==> config.mk <==
export PLATFORM = sky130hd
export DESIGN_NAME = smc_mode_ctrl
export DESIGN_NICKNAME = d
export VERILOG_FILES = /design/src/include/smc_pkg.sv /design/src/verilog/smc_mode_ctrl.sv
export SDC_FILE = /design/constraint.sdc
export NUM_CORES = 1
export LEC_CHECK = 0
export ABC_AREA = 1
export BUFFER_PORTS_ARGS = -buffer_cell sky130_fd_sc_hd__buf_2
export CAP_MARGIN = 20
export CELL_PAD_IN_SITES_DETAIL_PLACEMENT = 1
export CELL_PAD_IN_SITES_GLOBAL_PLACEMENT = 1
export CORE_MARGIN = 5
export CORE_UTILIZATION = 40
export CTS_BUF_LIST = sky130_fd_sc_hd__clkbuf_8
export DETAILED_ROUTE_END_ITERATION = 6
export GPL_ROUTABILITY_DRIVEN = 0
export HOLD_SLACK_MARGIN = 0.03
export PLACE_DENSITY_LB_ADDON = 0.1
export RECOVER_POWER = 100
export REMOVE_ABC_BUFFERS = 1
export SYNTH_ARGS = -nofsm -noshare
export SYNTH_HDL_FRONTEND = slang
export SYNTH_SLANG_ARGS = --single-unit
==> constraint.sdc <==
create_clock -name sys_clk -period 4.7 [get_ports sys_clk]
set_input_delay 0.705 -clock sys_clk [delete_from_list [all_inputs] [get_ports sys_clk]]
set_output_delay 0.705 -clock sys_clk [all_outputs]
set_load 0.1 [all_outputs]
==> src/include/smc_pkg.sv <==
/*
 * Package for the safety module mode controller: mode codes, host commands,
 * fault cause codes, flash timing and the status struct.
 * Assumes a single 250 MHz clock domain.
 */
package smc_pkg;

    // ---------------------------------------------------------------
    // Timing and safety machine counts
    // ---------------------------------------------------------------
    localparam int unsigned CLK_MHZ        = 250;
    localparam int unsigned FLASH_HALF_US  = 250000;
    localparam int unsigned FLASH_HALF_CYC = FLASH_HALF_US * CLK_MHZ;
    localparam int unsigned MACHINES_WIDE  = 8;
    localparam int unsigned MACHINES_NARROW = 4;

    // ---------------------------------------------------------------
    // Operating modes, one-hot
    // ---------------------------------------------------------------
    typedef enum logic [5:0] {
        MODE_UNPROG    = 6'h01,
        MODE_DOWNLOAD  = 6'h02,
        MODE_VERIFY    = 6'h04,
        MODE_OPER      = 6'h08,
        MODE_FAILSAFE  = 6'h10,
        MODE_PWRDOWN   = 6'h20
    } smc_mode_e;

    // ---------------------------------------------------------------
    // Host commands
    // ---------------------------------------------------------------
    typedef enum logic [2:0] {
        CMD_NONE      = 3'h0,
        CMD_DL_BEGIN  = 3'h1,
        CMD_DL_DONE   = 3'h2,
        CMD_DL_FAIL   = 3'h3,
        CMD_TO_OPER   = 3'h4,
        CMD_TO_VERIFY = 3'h5,
        CMD_START     = 3'h6
    } smc_cmd_e;

    // ---------------------------------------------------------------
    // Fail-safe causes
    // ---------------------------------------------------------------
    typedef enum logic [1:0] {
        CAUSE_NONE = 2'h0,
        CAUSE_USER = 2'h1,
        CAUSE_AUTO = 2'h2
    } smc_cause_e;

    localparam logic       AUTO_START_RST = 1'b1;
    localparam logic [1:0] PCYC_REARM     = 2'h2;

    typedef struct packed {
        smc_mode_e  mode;
        smc_cause_e cause;
        logic       prog_run;
        logic       auto_start;
        logic       fault_stat;
        logic       comm_en;
    } smc_status_s;

endpackage

==> src/verilog/smc_mode_ctrl.sv <==
/*
 * Operating-mode controller of a safety I/O module.
 * Assumes the power-on event arrives as power_up (one pulse after each supply
 * cycle), the program store presence and auto start setting are held by
 * non-volatile logic outside, and all inputs are synchronous to sys_clk.
 */
`timescale 1ns/100ps

module smc_mode_ctrl #(
    parameter int unsigned WIDE_VARIANT   = 1,
    parameter int unsigned FLASH_HALF_CYC = smc_pkg::FLASH_HALF_CYC
) (
    input  wire logic                 sys_clk,
    input  wire logic                 resetn,
    input  wire logic                 clk_en,
    input  wire logic                 power_up,
    input  wire logic                 prog_stored,
    input  wire logic                 auto_start_cfg,
    input  wire logic [2:0]           host_cmd,
    input  wire logic                 host_cmd_vld,
    input  wire logic                 user_fault,
    input  wire logic                 diag_fault,
    input  wire logic                 short_fet_pair,
    input  wire logic                 vsup_overvolt,
    input  wire logic                 int_overvolt,
    input  wire logic [7:0]           fault_in,
    output logic [7:0]                fault_latched,
    output logic [7:0]                sm_enable,
    output logic                      outputs_enable,
    output logic                      supply_status_indicator,
    output logic                      fault_indicator,
    output smc_pkg::smc_status_s      status
);

    // ---------------------------------------------------------------
    // State
    // ---------------------------------------------------------------
    smc_pkg::smc_mode_e  mode_q, mode_d;
    smc_pkg::smc_cause_e cause_q, cause_d;
    logic       run_q, run_d;
    logic       auto_q, auto_d;
    logic       auto_loaded_q;
    logic [1:0] pcyc_q, pcyc_d;
    logic [7:0] latch_q;
    logic [31:0] flash_cnt_q;
    logic       flash_q;

    wire cmd_ok       = host_cmd_vld && mode_q != smc_pkg::MODE_PWRDOWN;
    wire cmd_dl_begin = cmd_ok && host_cmd == smc_pkg::CMD_DL_BEGIN;
    wire cmd_dl_done  = cmd_ok && host_cmd == smc_pkg::CMD_DL_DONE;
    wire cmd_dl_fail  = cmd_ok && host_cmd == smc_pkg::CMD_DL_FAIL;
    wire cmd_to_oper  = cmd_ok && host_cmd == smc_pkg::CMD_TO_OPER;
    wire cmd_to_ver   = cmd_ok && host_cmd == smc_pkg::CMD_TO_VERIFY;
    wire cmd_start    = cmd_ok && host_cmd == smc_pkg::CMD_START;
    wire pd_trig      = short_fet_pair || vsup_overvolt || int_overvolt;
    wire auto_eff     = auto_loaded_q ? auto_q : auto_start_cfg;
    wire prog_mode    = mode_q == smc_pkg::MODE_VERIFY || mode_q == smc_pkg::MODE_OPER;
    wire [3:0] sm_cnt = (WIDE_VARIANT != 0) ? 4'(smc_pkg::MACHINES_WIDE)
                                            : 4'(smc_pkg::MACHINES_NARROW);

    // ---------------------------------------------------------------
    // Next-state
    // ---------------------------------------------------------------
    always_comb
    begin
        mode_d  = mode_q;
        cause_d = cause_q;
        run_d   = run_q;
        auto_d  = auto_eff;
        pcyc_d  = pcyc_q;
        if (power_up)
        begin
            // Supply cycle: the only way out of power-down, and out of fail-safe other than into power-down
            run_d = 1'b0;
            if (!prog_stored)
            begin
                mode_d = smc_pkg::MODE_UNPROG;
            end
            else
            begin
                mode_d = smc_pkg::MODE_VERIFY;
                // Count supply cycles since the last fail-safe entry, either cause
                if (cause_q != smc_pkg::CAUSE_NONE || pcyc_q != 2'h0)
                begin
                    pcyc_d = pcyc_q + 2'h1;
                end
                if (pcyc_d == smc_pkg::PCYC_REARM)
                begin
                    auto_d  = 1'b1;
                    cause_d = smc_pkg::CAUSE_NONE;
                    pcyc_d  = 2'h0;
                end
                if (cause_q == smc_pkg::CAUSE_AUTO)
                begin
                    cause_d = smc_pkg::CAUSE_NONE;
                end
                // User fault needs explicit start
                run_d = auto_d && cause_d != smc_pkg::CAUSE_USER;
            end
        end
        else if (pd_trig)
        begin
            mode_d = smc_pkg::MODE_PWRDOWN;
            run_d  = 1'b0;
        end
        else if (mode_q == smc_pkg::MODE_PWRDOWN || mode_q == smc_pkg::MODE_FAILSAFE)
        begin
            run_d = 1'b0;
        end
        else if (diag_fault)
        begin
            mode_d  = smc_pkg::MODE_FAILSAFE;
            cause_d = smc_pkg::CAUSE_AUTO;
            pcyc_d  = 2'h0;
            run_d   = 1'b0;
        end
        else if (user_fault && prog_mode && run_q)
        begin
            mode_d  = smc_pkg::MODE_FAILSAFE;
            cause_d = smc_pkg::CAUSE_USER;
            pcyc_d  = 2'h0;
            auto_d  = 1'b0;
            run_d   = 1'b0;
        end
        else
        begin
            case (mode_q)
                smc_pkg::MODE_UNPROG:
                begin
                    if (cmd_dl_begin) mode_d = smc_pkg::MODE_DOWNLOAD;
                end
                smc_pkg::MODE_DOWNLOAD:
                begin
                    if (cmd_dl_done)
                    begin
                        mode_d = smc_pkg::MODE_VERIFY;
                        run_d  = auto_eff;
                    end
                    else if (cmd_dl_fail)
                    begin
                        mode_d = prog_stored ? smc_pkg::MODE_VERIFY : smc_pkg::MODE_UNPROG;
                        run_d  = 1'b0;
                    end
                end
                smc_pkg::MODE_VERIFY:
                begin
                    if (cmd_to_oper)
                    begin
                        mode_d = smc_pkg::MODE_OPER;
                        run_d  = auto_eff;
                    end
                    else if (cmd_dl_begin)
                    begin
                        mode_d = smc_pkg::MODE_DOWNLOAD;
                        run_d  = 1'b0;
                    end
                    else if (cmd_start) run_d = 1'b1;
                end
                smc_pkg::MODE_OPER:
                begin
                    if (cmd_to_ver)
                    begin
                        mode_d = smc_pkg::MODE_VERIFY;
                        run_d  = auto_eff;
                    end
                    else if (cmd_start) run_d = 1'b1;
                end
                default:
                begin
                    mode_d = smc_pkg::MODE_UNPROG;
                    run_d  = 1'b0;
                end
            endcase
            if (prog_mode && cmd_start && cause_q == smc_pkg::CAUSE_USER)
            begin
                cause_d = smc_pkg::CAUSE_NONE;
                pcyc_d  = 2'h0;
            end
        end
    end

    // ---------------------------------------------------------------
    // Registers
    // ---------------------------------------------------------------
    always_ff @(posedge sys_clk)
    begin
        if (!resetn)
        begin
            mode_q        <= smc_pkg::MODE_UNPROG;
            cause_q       <= smc_pkg::CAUSE_NONE;
            run_q         <= 1'b0;
            auto_q        <= smc_pkg::AUTO_START_RST;
            auto_loaded_q <= 1'b0;
            pcyc_q        <= 2'h0;
        end
        else if (clk_en)
        begin
            mode_q        <= mode_d;
            cause_q       <= cause_d;
            run_q         <= run_d;
            auto_q        <= auto_d;
            auto_loaded_q <= 1'b1;
            pcyc_q        <= pcyc_d;
        end
    end

    // Fault latches ignore mode; only reset clears them
    genvar gi;
    generate
        for (gi = 0; gi < 8; gi++)
        begin : g_latch
            always_ff @(posedge sys_clk)
            begin
                if (!resetn) latch_q[gi] <= 1'b0;
                else if (clk_en && fault_in[gi]) latch_q[gi] <= 1'b1;
            end
        end
    endgenerate

    always_ff @(posedge sys_clk)
    begin
        if (!resetn)
        begin
            flash_cnt_q <= 32'h0;
            flash_q     <= 1'b0;
        end
        else if (clk_en)
        begin
            if (flash_cnt_q >= 32'(FLASH_HALF_CYC - 1))
            begin
                flash_cnt_q <= 32'h0;
                flash_q     <= ~flash_q;
            end
            else flash_cnt_q <= flash_cnt_q + 32'h1;
        end
    end

    // ---------------------------------------------------------------
    // Outputs
    // ---------------------------------------------------------------
    wire in_pd = mode_q == smc_pkg::MODE_PWRDOWN;
    wire in_fs = mode_q == smc_pkg::MODE_FAILSAFE;

    assign fault_latched  = latch_q;
    assign sm_enable      = run_q ? 8'((9'h1 << sm_cnt) - 9'h1) : 8'h00;
    assign outputs_enable = run_q && !in_fs && !in_pd;
    assign supply_status_indicator = in_pd ? 1'b0 :
        (mode_q == smc_pkg::MODE_OPER) ? 1'b1 : flash_q;
    assign fault_indicator = in_fs && flash_q;
    // Field order follows smc_status_s: mode, cause, run, auto start, fault, comm
    assign status = {mode_q, cause_q, run_q, auto_eff, in_fs, !in_pd};
endmodule

==> results of run 1 <==
report_power, final:
group | leakage (nW) | internal, mW | switching [mW]
clock | 0.0556 | 0.157 | 0.157
sequential | 0.439 | 0.470 | 0.0104
combinational | 0.932 | 0.0336 | 0.177
total | 1.43 | 0.660 | 0.345
area by class of cell:
| cell class | instances | share of cell area |
|---|---|---|
| tap | 102 | 0.0377 |
| clock inverter | 3 | 0.0122 |
| timing repair buffer | 53 | 0.0662 |
| inverter | 60 | 0.0666 |
| multi-input combinational | 330 | 0.477 |
| sequential | 54 | 0.320 |
| clock buffer | 5 | 0.0203 |
routing by layer:
layer  up-vias  track usage
li1       1528            -
met1      1370        0.204
met2        36        0.330
met3         6       0.0271
met4         0       0.0394
met5         -            0
sequential cells by signal (all words and copies together), names as in the netlist:
register,count
run_q,1
auto_q,1
cause_q,2
auto_loaded_q,1
flash_q,1
pcyc_q,2
fault_latched,8
mode_q,6
flash_cnt_q,32
cells by family (layout without fill, tap and decap cells):
kind of cell,after synthesis,count (layout)
xor gates and xnor gates,16,16
DFF,54,54
buffers and inverters,78,121
adders and majority gates,1,1
and+or+nand+nor,268,268
AOI/OAI and AO/OA,45,45
placed cells by master (no fill, tap or decap), types with 2 or more instances in the layout:
master,Yosys,final
nand2_1,95,97
nor2_4,6,4
xor2_1,14,14
xnor2_1,2,2
inv_1,58,59
nand2_4,3,2
nor2_1,90,92
nand3_1,32,33
dfxtp_1,54,54
nor3_2,3,2
a21oi_1,23,24
nand4_1,8,8
clkbuf_8,1,5
nand4_2,2,2
nor2_2,4,4
buf_2,1,20
o21ai_1,2,2
nand3_4,2,2
clkbuf_1,1,33
o21ai_0,15,15
nor3_1,13,14
or2_2,2,2
nand3_2,4,3
metrics by stage:
step | util | total power, mW | hold slack [ns] | cell area (µm²) | TNS [ns]
2_1_floorplan | - | 0.660 | 0.420 | 2960 | -51.88
3_3_place_gp | 0.438 | 0.707 | 0.431 | 3350 | 0
3_5_place_dp | 0.438 | 0.710 | 0.437 | 3350 | 0
4_1_cts | 0.453 | 1.03 | 0.452 | 3460 | 0
5_1_grt | 0.442 | 1.06 | 0.466 | 3380 | 0
6_report | 0.442 | 1.01 | 0.446 | 3380 | 0
worst register-to-register path, delay by kind of cell, from the launching register on:
family / cells / cell delay (ns)
compound gates: 1 / 0.22
flops: 1 / 0.45
simple gates: 8 / 1.55
final timing paths:
path                        start              end  slack (ns)  depth (start not counted)
setup / recovery        mode_q[0]   outputs_enable        1.51                          5
setup reg to reg        mode_q[0]        mode_q[4]        2.38                          9
hold / removal    flash_cnt_q[27]  flash_cnt_q[27]        0.45                          2
hold reg to reg   flash_cnt_q[27]  flash_cnt_q[27]        0.45                          2
==> impl_results.md, run 1 <==
* Routed WL at ~8.1 mm
* Critical path endpoint category: output pin
* Port Buffers at 53
* Iter 0 DRT Violations at 50
* Pleak at 1.43 nW
* DRT met1 WL at between 3 and 4 mm
* WP data required at 3.99 ns
* Area occupied by registers at 1080 µm²
* Total CTS buffers at 5
* # IOs at 54
* Total clock sinks at 54
* Number of max-cap violations at 0
* Fraction of layout cells with a size suffix above 1 at 0.0990
* Critical path's top delay family: buffers and inverters
* Clock Latency Late Sink at 0.31 ns
* Fmax achieved at 313 MHz
* Setup Buffers After CTS at 0
* Multi-input gate area at 1620 µm²
* Die height at 98.1 µm
* CP max FO at 11
* Worst slew pin tran at between 1 and 1.5 ns
* Worst path buffer plus inverter count at 1
* Area growth syn-to-layout at 9.03%
* Grt ovf at 0
* Die ar. at 9620 µm²
* Final setup fails at 0
* Count of final hold-check violations at 0
* # DRC at 0
* Synth cell count leaders: nand2_1, nor2_1, inv_1
* Final worst-path cycle share at 0.679
* Largest family of logic cells by synthesized area: simple AND/OR/NAND/NOR gates
* Hold buffers post-CTS at 0
* Core area at 7650 µm²
* Top Layer Used: met4
* Worst min path class: reg -> reg
* Critical Path AT at 2.49 ns
* Row cnt at 32
* Via density at 4.84
* Fillers at 1,070
* Nets@finish at 528
* Die width at 98.1 µm
* Synth warnings at 0
* Post-Layout Cell Count at 607
* Cell Pwr Density at about 300 nW/µm²
* H-tree Lvls at 2
* XOR/XNOR Fraction of Synth Area at 0.0452
* Most common cell in the netlist: nand2_1
* Router iterations before antenna repair at 4
* Placed instance count at 599
* Drt wl/cell at approximately 13 µm
* CP peak stage delay at 0.87 ns
* Worst Slack Setup Final at 1.51 ns
* Largest net degree at the start of global routing at 26
* Via Count at 2,940
* DP Worst Slack at ~2.3 ns
* Clock buffer depth at 2
* DP HPWL at 6.39 mm
* Share of the synthesized area in the top cell type at 0.348
* Status: finished, final reports clean
* Post-Syn Area per Cell at 6.72 µm²
* Top_reg_cell synth: dfxtp_1
* Flops & latches, synth at 54
* CTS tree: yes
* Length of routed met3 wiring at 183 µm
* Vias in the first global route at 3,066
* Initial antenna violation count at 0
* Routed Antenna Nets at 0
* Final max-slew violation count at 0
* Initial Util at 0.406
* CTS-repair resized insts at 0
* Synth top area cells: dfxtp_1, nand2_1, nor2_1
* Aggregate global-route resource usage at 0.174
* Post-synthesis cell type count at 37
* Most used cell, CP: nor2_1
* Worst setup SP type: flop
* Synth Area in Simple Gates at 0.407
* Biggest area consumer among synthesized cells: dfxtp_1
* Root Driver: clkbuf_8
* Portion of netlist area occupied by mux cells at 0
* Cell breakdown of the critical path: nor2_1, nand3_1, nand2_1, nor2_1, clkbuf_1
* N_diodes at 0
* Cell Area, Synth at between 3000 and 4000 µm²
* Slowest CP cell: clkbuf_1
* Critical path class: reg -> out
* Synth Instances at 462
* Clock transition at path regs at approximately 0.1 ns
* Post-Synth Adder-Cell Area at 0.00403
* Wire length on met2 at between 4 and 5 mm
* Slew HR at 0.209
* Async S/R FF share, synth at 0
* RSZ-0062 raised after global routing: no
* Sequential cell area fraction in the yosys report at 0.348
* Post-synth EDFFs at 0
* First-pass GRT wire length at about 14 mm
* Max VDD drop at 0.122 mV
* Final Skew at 0.00508 ns
* Compound-cell area share of the yosys netlist at 0.0766
* Period minus WS final at 3.19 ns
Note: power is estimated with default switching activity, not from simulation.
==> run 2: changes to the inputs <==
--- a/config.mk
+++ b/config.mk
@@ -5,7 +5,7 @@
 export SDC_FILE = /design/constraint.sdc
 export NUM_CORES = 1
 export LEC_CHECK = 0
-export ABC_AREA = 1
+export ABC_AREA = 0
 export BUFFER_PORTS_ARGS = -buffer_cell sky130_fd_sc_hd__buf_2
 export CAP_MARGIN = 20
 export CELL_PAD_IN_SITES_DETAIL_PLACEMENT = 1
==> constraint.sdc (replaced) <==
create_clock -name sys_clk -period 3.1 [get_ports sys_clk]
set_input_delay 0.465 -clock sys_clk [delete_from_list [all_inputs] [get_ports sys_clk]]
set_output_delay 0.465 -clock sys_clk [all_outputs]
set_load 0.1 [all_outputs]
==> impl_results.md, run 2 <==
* Router iterations before antenna repair at 6 (was 4)
* Root Driver: clkbuf_8 (unchanged)
* CTS tree: yes (unchanged)
* Vias in the first global route at 2,915 (was 3,066)
* Most common cell in the netlist: dfxtp_1 (was nand2_1)
* Slowest CP cell: clkbuf_1 (unchanged)
* Fin Setup TNS at 0 ns (unchanged)
* Top_reg_cell synth: dfxtp_1 (unchanged)
* Routed Antenna Nets at 0 (unchanged)
* Sequential cell area fraction in the yosys report at 0.348 (about the same)
* # DRC at 0 (unchanged)
* WP data required at 2.63 ns (was 3.99 ns)
* Via density at 5.43 (was 4.84)
* Die ar. at 9620 µm² (about the same)
* Cell breakdown of the critical path: nor4_1, a21oi_1, clkbuf_1 (was nor2_1, nand3_1, nand2_1, nor2_1, clkbuf_1)
* Critical path endpoint category: output pin (unchanged)
* Row cnt at 32 (unchanged)
* Port Buffers at 53 (unchanged)
* Max VDD drop at 0.238 mV (was 0.122 mV)
* Hold buffers post-CTS at 0 (unchanged)
* Share of the synthesized area in the top cell type at 0.348 (about the same)
* Clock Latency Late Sink at 0.31 ns (about the same)
* Critical path class: reg -> out (unchanged)
* DP HPWL at 5.87 mm (was 6.39 mm)
* Synth top area cells: dfxtp_1, nor2_1, xor2_1 (was dfxtp_1, nand2_1, nor2_1)
* Flops & latches, synth at 54 (unchanged)
* Clock buffer depth at 2 (unchanged)
* Max reg flops at 32 (unchanged)
* Synth warnings at 0 (unchanged)
* Die height at 98.1 µm (about the same)
* Largest net degree at the start of global routing at 36 (was 26)
* CP peak stage delay at 0.88 ns (was 0.87 ns)
* Cell Pwr Density at 436 nW/µm² (was 297 nW/µm²)
* Async S/R FF share, synth at 0 (unchanged)
* Worst min path class: in -> reg (was reg -> reg)
* Critical Path AT at 2.24 ns (was 2.49 ns)
* Post-synthesis cell type count at 62 (was 37)
* DP Worst Slack at 0.651 ns (was 2.30 ns)
* Worst setup SP type: flop (unchanged)
* Total CTS buffers at 5 (unchanged)
* Critical path's top delay family: buffers and inverters (unchanged)
* Placed instance count at 507 (was 599)
* Commonest cells after routing, fill and taps aside: dfxtp_1, nor2_1, nand2_1 (was nand2_1, nor2_1, inv_1)
* Post-Layout Cell Count at 515 (was 607)
* # IOs at 54 (unchanged)
* Biggest area consumer among synthesized cells: dfxtp_1 (unchanged)
* CP max FO at 15 (was 11)
* Die width at 98.1 µm (about the same)
* Aggregate global-route resource usage at 0.164 (was 0.174)
* RSZ-0062 raised after global routing: no (unchanged)
* Fmax achieved at 370 MHz
* Fraction of layout cells with a size suffix above 1 at 0.111 (was 0.0990)
* Setup Buffers After CTS at 0 (unchanged)
* Total power at 1.47 mW (was 1.01 mW)
* Synth cell count leaders: dfxtp_1, nor2_1, nand2_1 (was nand2_1, nor2_1, inv_1)
* Nets@finish at 436 (was 528)
* Post-Syn Area per Cell at 8.28 µm² (was 6.72 µm²)
* Synth Instances at 375 (was 462)
* Area growth syn-to-layout at 8.54% (was 9.03%)
* Post-route cell area at 3370 µm² (was 3380 µm²)
* First-pass GRT wire length at 13.6 mm (was 14.0 mm)
* Worst path buffer plus inverter count at 1 (unchanged)
* Post-synth EDFFs at 0 (unchanged)
* Clock transition at path regs at 0.10 ns (about the same)
* Via Count at 2,798 (was 2,940)
* Worst Slack Setup Final at 0.395 ns (was 1.51 ns)
* Number of max-cap violations at 0 (unchanged)
* Final worst-path cycle share at 0.872
* Iter 0 DRT Violations at 108 (was 50)
* Period minus WS final at 2.70 ns
* Worst slew pin tran at 1.40 ns (was 1.19 ns)
* Initial Util at 0.406 (about the same)
* Dpl cell area at 3330 µm² (was 3350 µm²)
* Largest register by flop count: flash_cnt_q (unchanged)
* Drt wl/cell at 15.3 µm (was 13.3 µm)
* Status: finished, final reports clean (unchanged)
* N_diodes at 0 (unchanged)
* Fillers at 960 (was 1,070)
* Total clock sinks at 54 (unchanged)
* Cell Area, Synth at 3100 µm² (about the same)
* Count of final hold-check violations at 0 (unchanged)
* Core area at 7650 µm² (unchanged)
* Final Skew at 0.0121 ns (was 0.00508 ns)
* Final setup fails at 0 (unchanged)
* Initial antenna violation count at 0 (unchanged)
* CTS-repair resized insts at 0 (unchanged)
* Slew HR at 0.0637 (was 0.209)
* Final core occ at 0.441 (was 0.442)
* Routed WL at 7.88 mm (was 8.06 mm)
* Pleak at 1.26 nW (was 1.43 nW)
* H-tree Lvls at 2 (unchanged)
* Final max-slew violation count at 0 (unchanged)
* Minimum hold slack at 0.406 ns (was 0.446 ns)
* Leading cell type in the layout, fill and taps excluded: dfxtp_1 (was nand2_1)
* Grt ovf at 0 (unchanged)
run 2: cell types whose count changed after synthesis, moves of 7 or more:
cell / before / now
a21oi_1: 23 / 16
nor2b_1: 1 / 13
xor2_1: 14 / 21
inv_1: 58 / 11
xnor2_1: 2 / 10
nand3_1: 32 / 14
nor4_1: 0 / 8
nor2_1: 90 / 50
nand2_1: 95 / 34
run 2: layer usage:
metal | global-route usage | vias up | share of wire
met5 | 0 | - | 0
met4 | 0.0426 | 0 | 0.011
met3 | 0.0279 | 8 | 0.022
met2 | 0.290 | 40 | 0.51
met1 | 0.206 | 1354 | 0.45
li1 | - | 1396 | -
run 2: area by class of cell:
cell class | count | area (µm²) | share of cell area
clock inverter | 3 | 37.5 | 0.0111
sequential | 54 | 1080 | 0.321
inverter | 11 | 41.3 | 0.0123
tap | 102 | 128 | 0.0379
timing repair buffer | 59 | 270 | 0.0802
clock buffer | 5 | 68.8 | 0.0204
multi-input combinational | 281 | 1740 | 0.517
run 2: worst paths after layout:
check	start	endpoint	slack (ns)	cells after the start
min	fault_in[7]	fault_latched[7]	0.41	3
max reg2reg	mode_q[3]	cause_q[1]	0.40	6
max	mode_q[2]	outputs_enable	0.40	3
min reg2reg	pcyc_q[1]	pcyc_q[1]	0.46	2
run 2: cells by family (layout without fill, tap and decap cells):
group,count (synthesis),after routing,synth area share
simple gates,180,180,0.303
mux,2,2,0.00685
buf+inv,40,78,0.0806
fa+ha+maj,1,1,0.00403
compound gates,67,67,0.170
flops,54,54,0.348
xor+xnor,31,31,0.0875
run 2: report_power, final:
group / leakage, nW / switching [mW] / internal, mW
logic: 0.758 / 0.225 / 0.0538
clock network: 0.0607 / 0.226 / 0.236
registers: 0.439 / 0.0188 / 0.708
total: 1.26 / 0.470 / 0.998
run 2: worst min-delay path, cell delays in order:
cell and delay, ns:
buf_2 0.08, a21oi_1 0.05, nor2b_1 0.09
==> run 3: changes to the inputs <==
==> constraint.sdc (replaced) <==
create_clock -name sys_clk -period 2.9 [get_ports sys_clk]
set_input_delay 0.435 -clock sys_clk [delete_from_list [all_inputs] [get_ports sys_clk]]
set_output_delay 0.435 -clock sys_clk [all_outputs]
set_load 0.1 [all_outputs]
==> impl_results.md, run 3 (synthesized netlist as in run 2, its figures left out) <==
* Status: finished, final reports clean (unchanged)
* Fraction of layout cells with a size suffix above 1 at 0.120 (was 0.111)
* Post-Layout Cell Count at 517 (was 515)
* Row cnt at 32 (unchanged)
* DP HPWL at 6.13 mm (was 5.87 mm)
* Port Buffers at 53 (unchanged)
* Largest net degree at the start of global routing at 23 (was 36)
* Max VDD drop at 0.189 mV (was 0.238 mV)
* Final core occ at 0.445 (was 0.441)
* Dpl cell area at 3350 µm² (was 3330 µm²)
* Total CTS buffers at 5 (unchanged)
* WP data required at 2.47 ns (was 2.63 ns)
* Count of final hold-check violations at 0 (unchanged)
* Routed Antenna Nets at 0 (unchanged)
* Slew HR at 0.216 (was 0.0637)
* Clock transition at path regs at 0.10 ns (about the same)
* Routed WL at 8.09 mm (was 7.88 mm)
* Worst slew pin tran at 1.18 ns (was 1.40 ns)
* Critical path class: reg -> out (unchanged)
* Initial antenna violation count at 0 (unchanged)
* Worst min path class: in -> reg (unchanged)
* Total power at 1.58 mW (was 1.47 mW)
* CTS tree: yes (unchanged)
* Initial Util at 0.406 (unchanged)
* Worst path buffer plus inverter count at 2 (was 1)
* Critical Path AT at 2.19 ns (was 2.24 ns)
* CP max FO at 14 (was 15)
* Hold buffers post-CTS at 0 (unchanged)
* Clock buffer depth at 2 (unchanged)
* Critical path endpoint category: output pin (unchanged)
* Via Count at 2,828 (was 2,798)
* Area occupied by registers at 1080 µm² (unchanged)
* Critical path's top delay family: simple AND/OR/NAND/NOR gates (was buffers and inverters)
* CTS-repair resized insts at 0 (unchanged)
* Worst setup SP type: flop (unchanged)
* Die ar. at 9620 µm² (unchanged)
* Via density at 5.47 (was 5.43)
* Fillers at 991 (was 960)
* Total clock sinks at 54 (unchanged)
* Root Driver: clkbuf_8 (unchanged)
* Pleak at 1.26 nW (about the same)
* Minimum hold slack at 0.377 ns (was 0.406 ns)
* Period minus WS final at ~2.6 ns
* Iter 0 DRT Violations at 101 (was 108)
* Post-route cell area at 3400 µm² (was 3370 µm²)
* Aggregate global-route resource usage at 0.171 (was 0.164)
* Final setup fails at 0 (unchanged)
* Final Skew at 0.0129 ns (was 0.0121 ns)
* First-pass GRT wire length at 13.8 mm (was 13.6 mm)
* Router iterations before antenna repair at 4 (was 6)
* Commonest cells after routing, fill and taps aside: dfxtp_1, nor2_1, nand2_1 (unchanged)
* Largest register by flop count: flash_cnt_q (unchanged)
* H-tree Lvls at 2 (unchanged)
* Max reg flops at 32 (unchanged)
* # DRC at 0 (unchanged)
* RSZ-0062 raised after global routing: no (unchanged)
* Multi-input gate area at 1760 µm² (was 1740 µm²)
* Placed instance count at 509 (was 507)
* Nets@finish at 438 (was 436)
* Core area at 7650 µm² (unchanged)
* # IOs at 54 (unchanged)
* Vias in the first global route at 2,857 (was 2,915)
* Die width at 98.1 µm (unchanged)
* Area growth syn-to-layout at 9.55% (was 8.54%)
* Slowest CP cell: or4_1 (was clkbuf_1)
* Reg2Reg Launch Point: flash_cnt_q[1] (was mode_q[3])
* Fmax achieved at 381 MHz
* Die height at 98.1 µm (unchanged)
* Number of max-cap violations at 0 (unchanged)
* Leading cell type in the layout, fill and taps excluded: dfxtp_1 (unchanged)
* Final max-slew violation count at 0 (unchanged)
* Setup Buffers After CTS at 0 (unchanged)
* Launch point of the worst path: mode_q[3] (was mode_q[2])
* Cell breakdown of the critical path: or4_1, nor2_1, inv_1, clkbuf_2 (was nor4_1, a21oi_1, clkbuf_1)
* Hold_sp: fault_in[4] (was fault_in[7])
* Clock Latency Late Sink at 0.31 ns (about the same)
* Cell Pwr Density at 465 nW/µm² (was 436 nW/µm²)
* Drt wl/cell at 15.6 µm (was 15.3 µm)
* Grt ovf at 0 (unchanged)
* CP peak stage delay at 0.68 ns (was 0.88 ns)
* Final worst-path cycle share at 0.906
* N_diodes at 0 (unchanged)
## run 3: cell count changes in the layout (fill, tap and decap cells not counted), sizes merged
| cell | previous run | this run |
|---|---|---|
| clkbuf | 38 | 40 |
| clkinvlp | 0 | 1 |
| inv | 13 | 12 |
## run 3: metrics by stage
step           setup WS, ns  TNS, ns
6_report              0.272        0
2_1_floorplan         -6.25   -97.63
5_1_grt               0.102        0
3_3_place_gp          0.470        0
3_5_place_dp          0.430        0
4_1_cts               0.355        0
## run 3: final timing paths
check | end | slack [ns] | depth (start not counted)
setup / recovery | status[0] | 0.27 | 4
hold / removal | fault_latched[4] | 0.38 | 3
setup reg to reg | flash_cnt_q[20] | 0.36 | 7
hold reg to reg | pcyc_q[1] | 0.46 | 2
## run 3: worst register-to-register path, delay by kind of cell, from the launching register on
kind / cells / cell delay (ns)
compound gates: 4 / 1.40
simple gates: 1 / 0.09
flops: 1 / 0.41
buf+inv: 1 / 0.26
fa+ha+maj: 1 / 0.27
## run 3: routing by layer
metal | up-vias | routed length (µm) | GRT usage | share of wire
li1 | 1403 | - | - | -
met1 | 1361 | 3630 | 0.208 | 0.45
met2 | 51 | 4090 | 0.308 | 0.51
met3 | 13 | 228 | 0.0271 | 0.028
met4 | 0 | 140 | 0.0490 | 0.017
met5 | - | 0 | 0 | 0
## run 3: layout make-up
type	instances	area share
Multi-Input combinational cell	281	0.518
Clock inverter	3	0.0121
Timing Repair Buffer	61	0.0824
Sequential cell	54	0.318
Clock buffer	5	0.0202
Tap cell	102	0.0375
Inverter	11	0.0121
## run 3: power by group
group | switching, mW | internal (mW)
Sequential | 0.0199 | 0.757
Combinational | 0.244 | 0.0583
Clock | 0.247 | 0.255
Total | 0.511 | 1.07
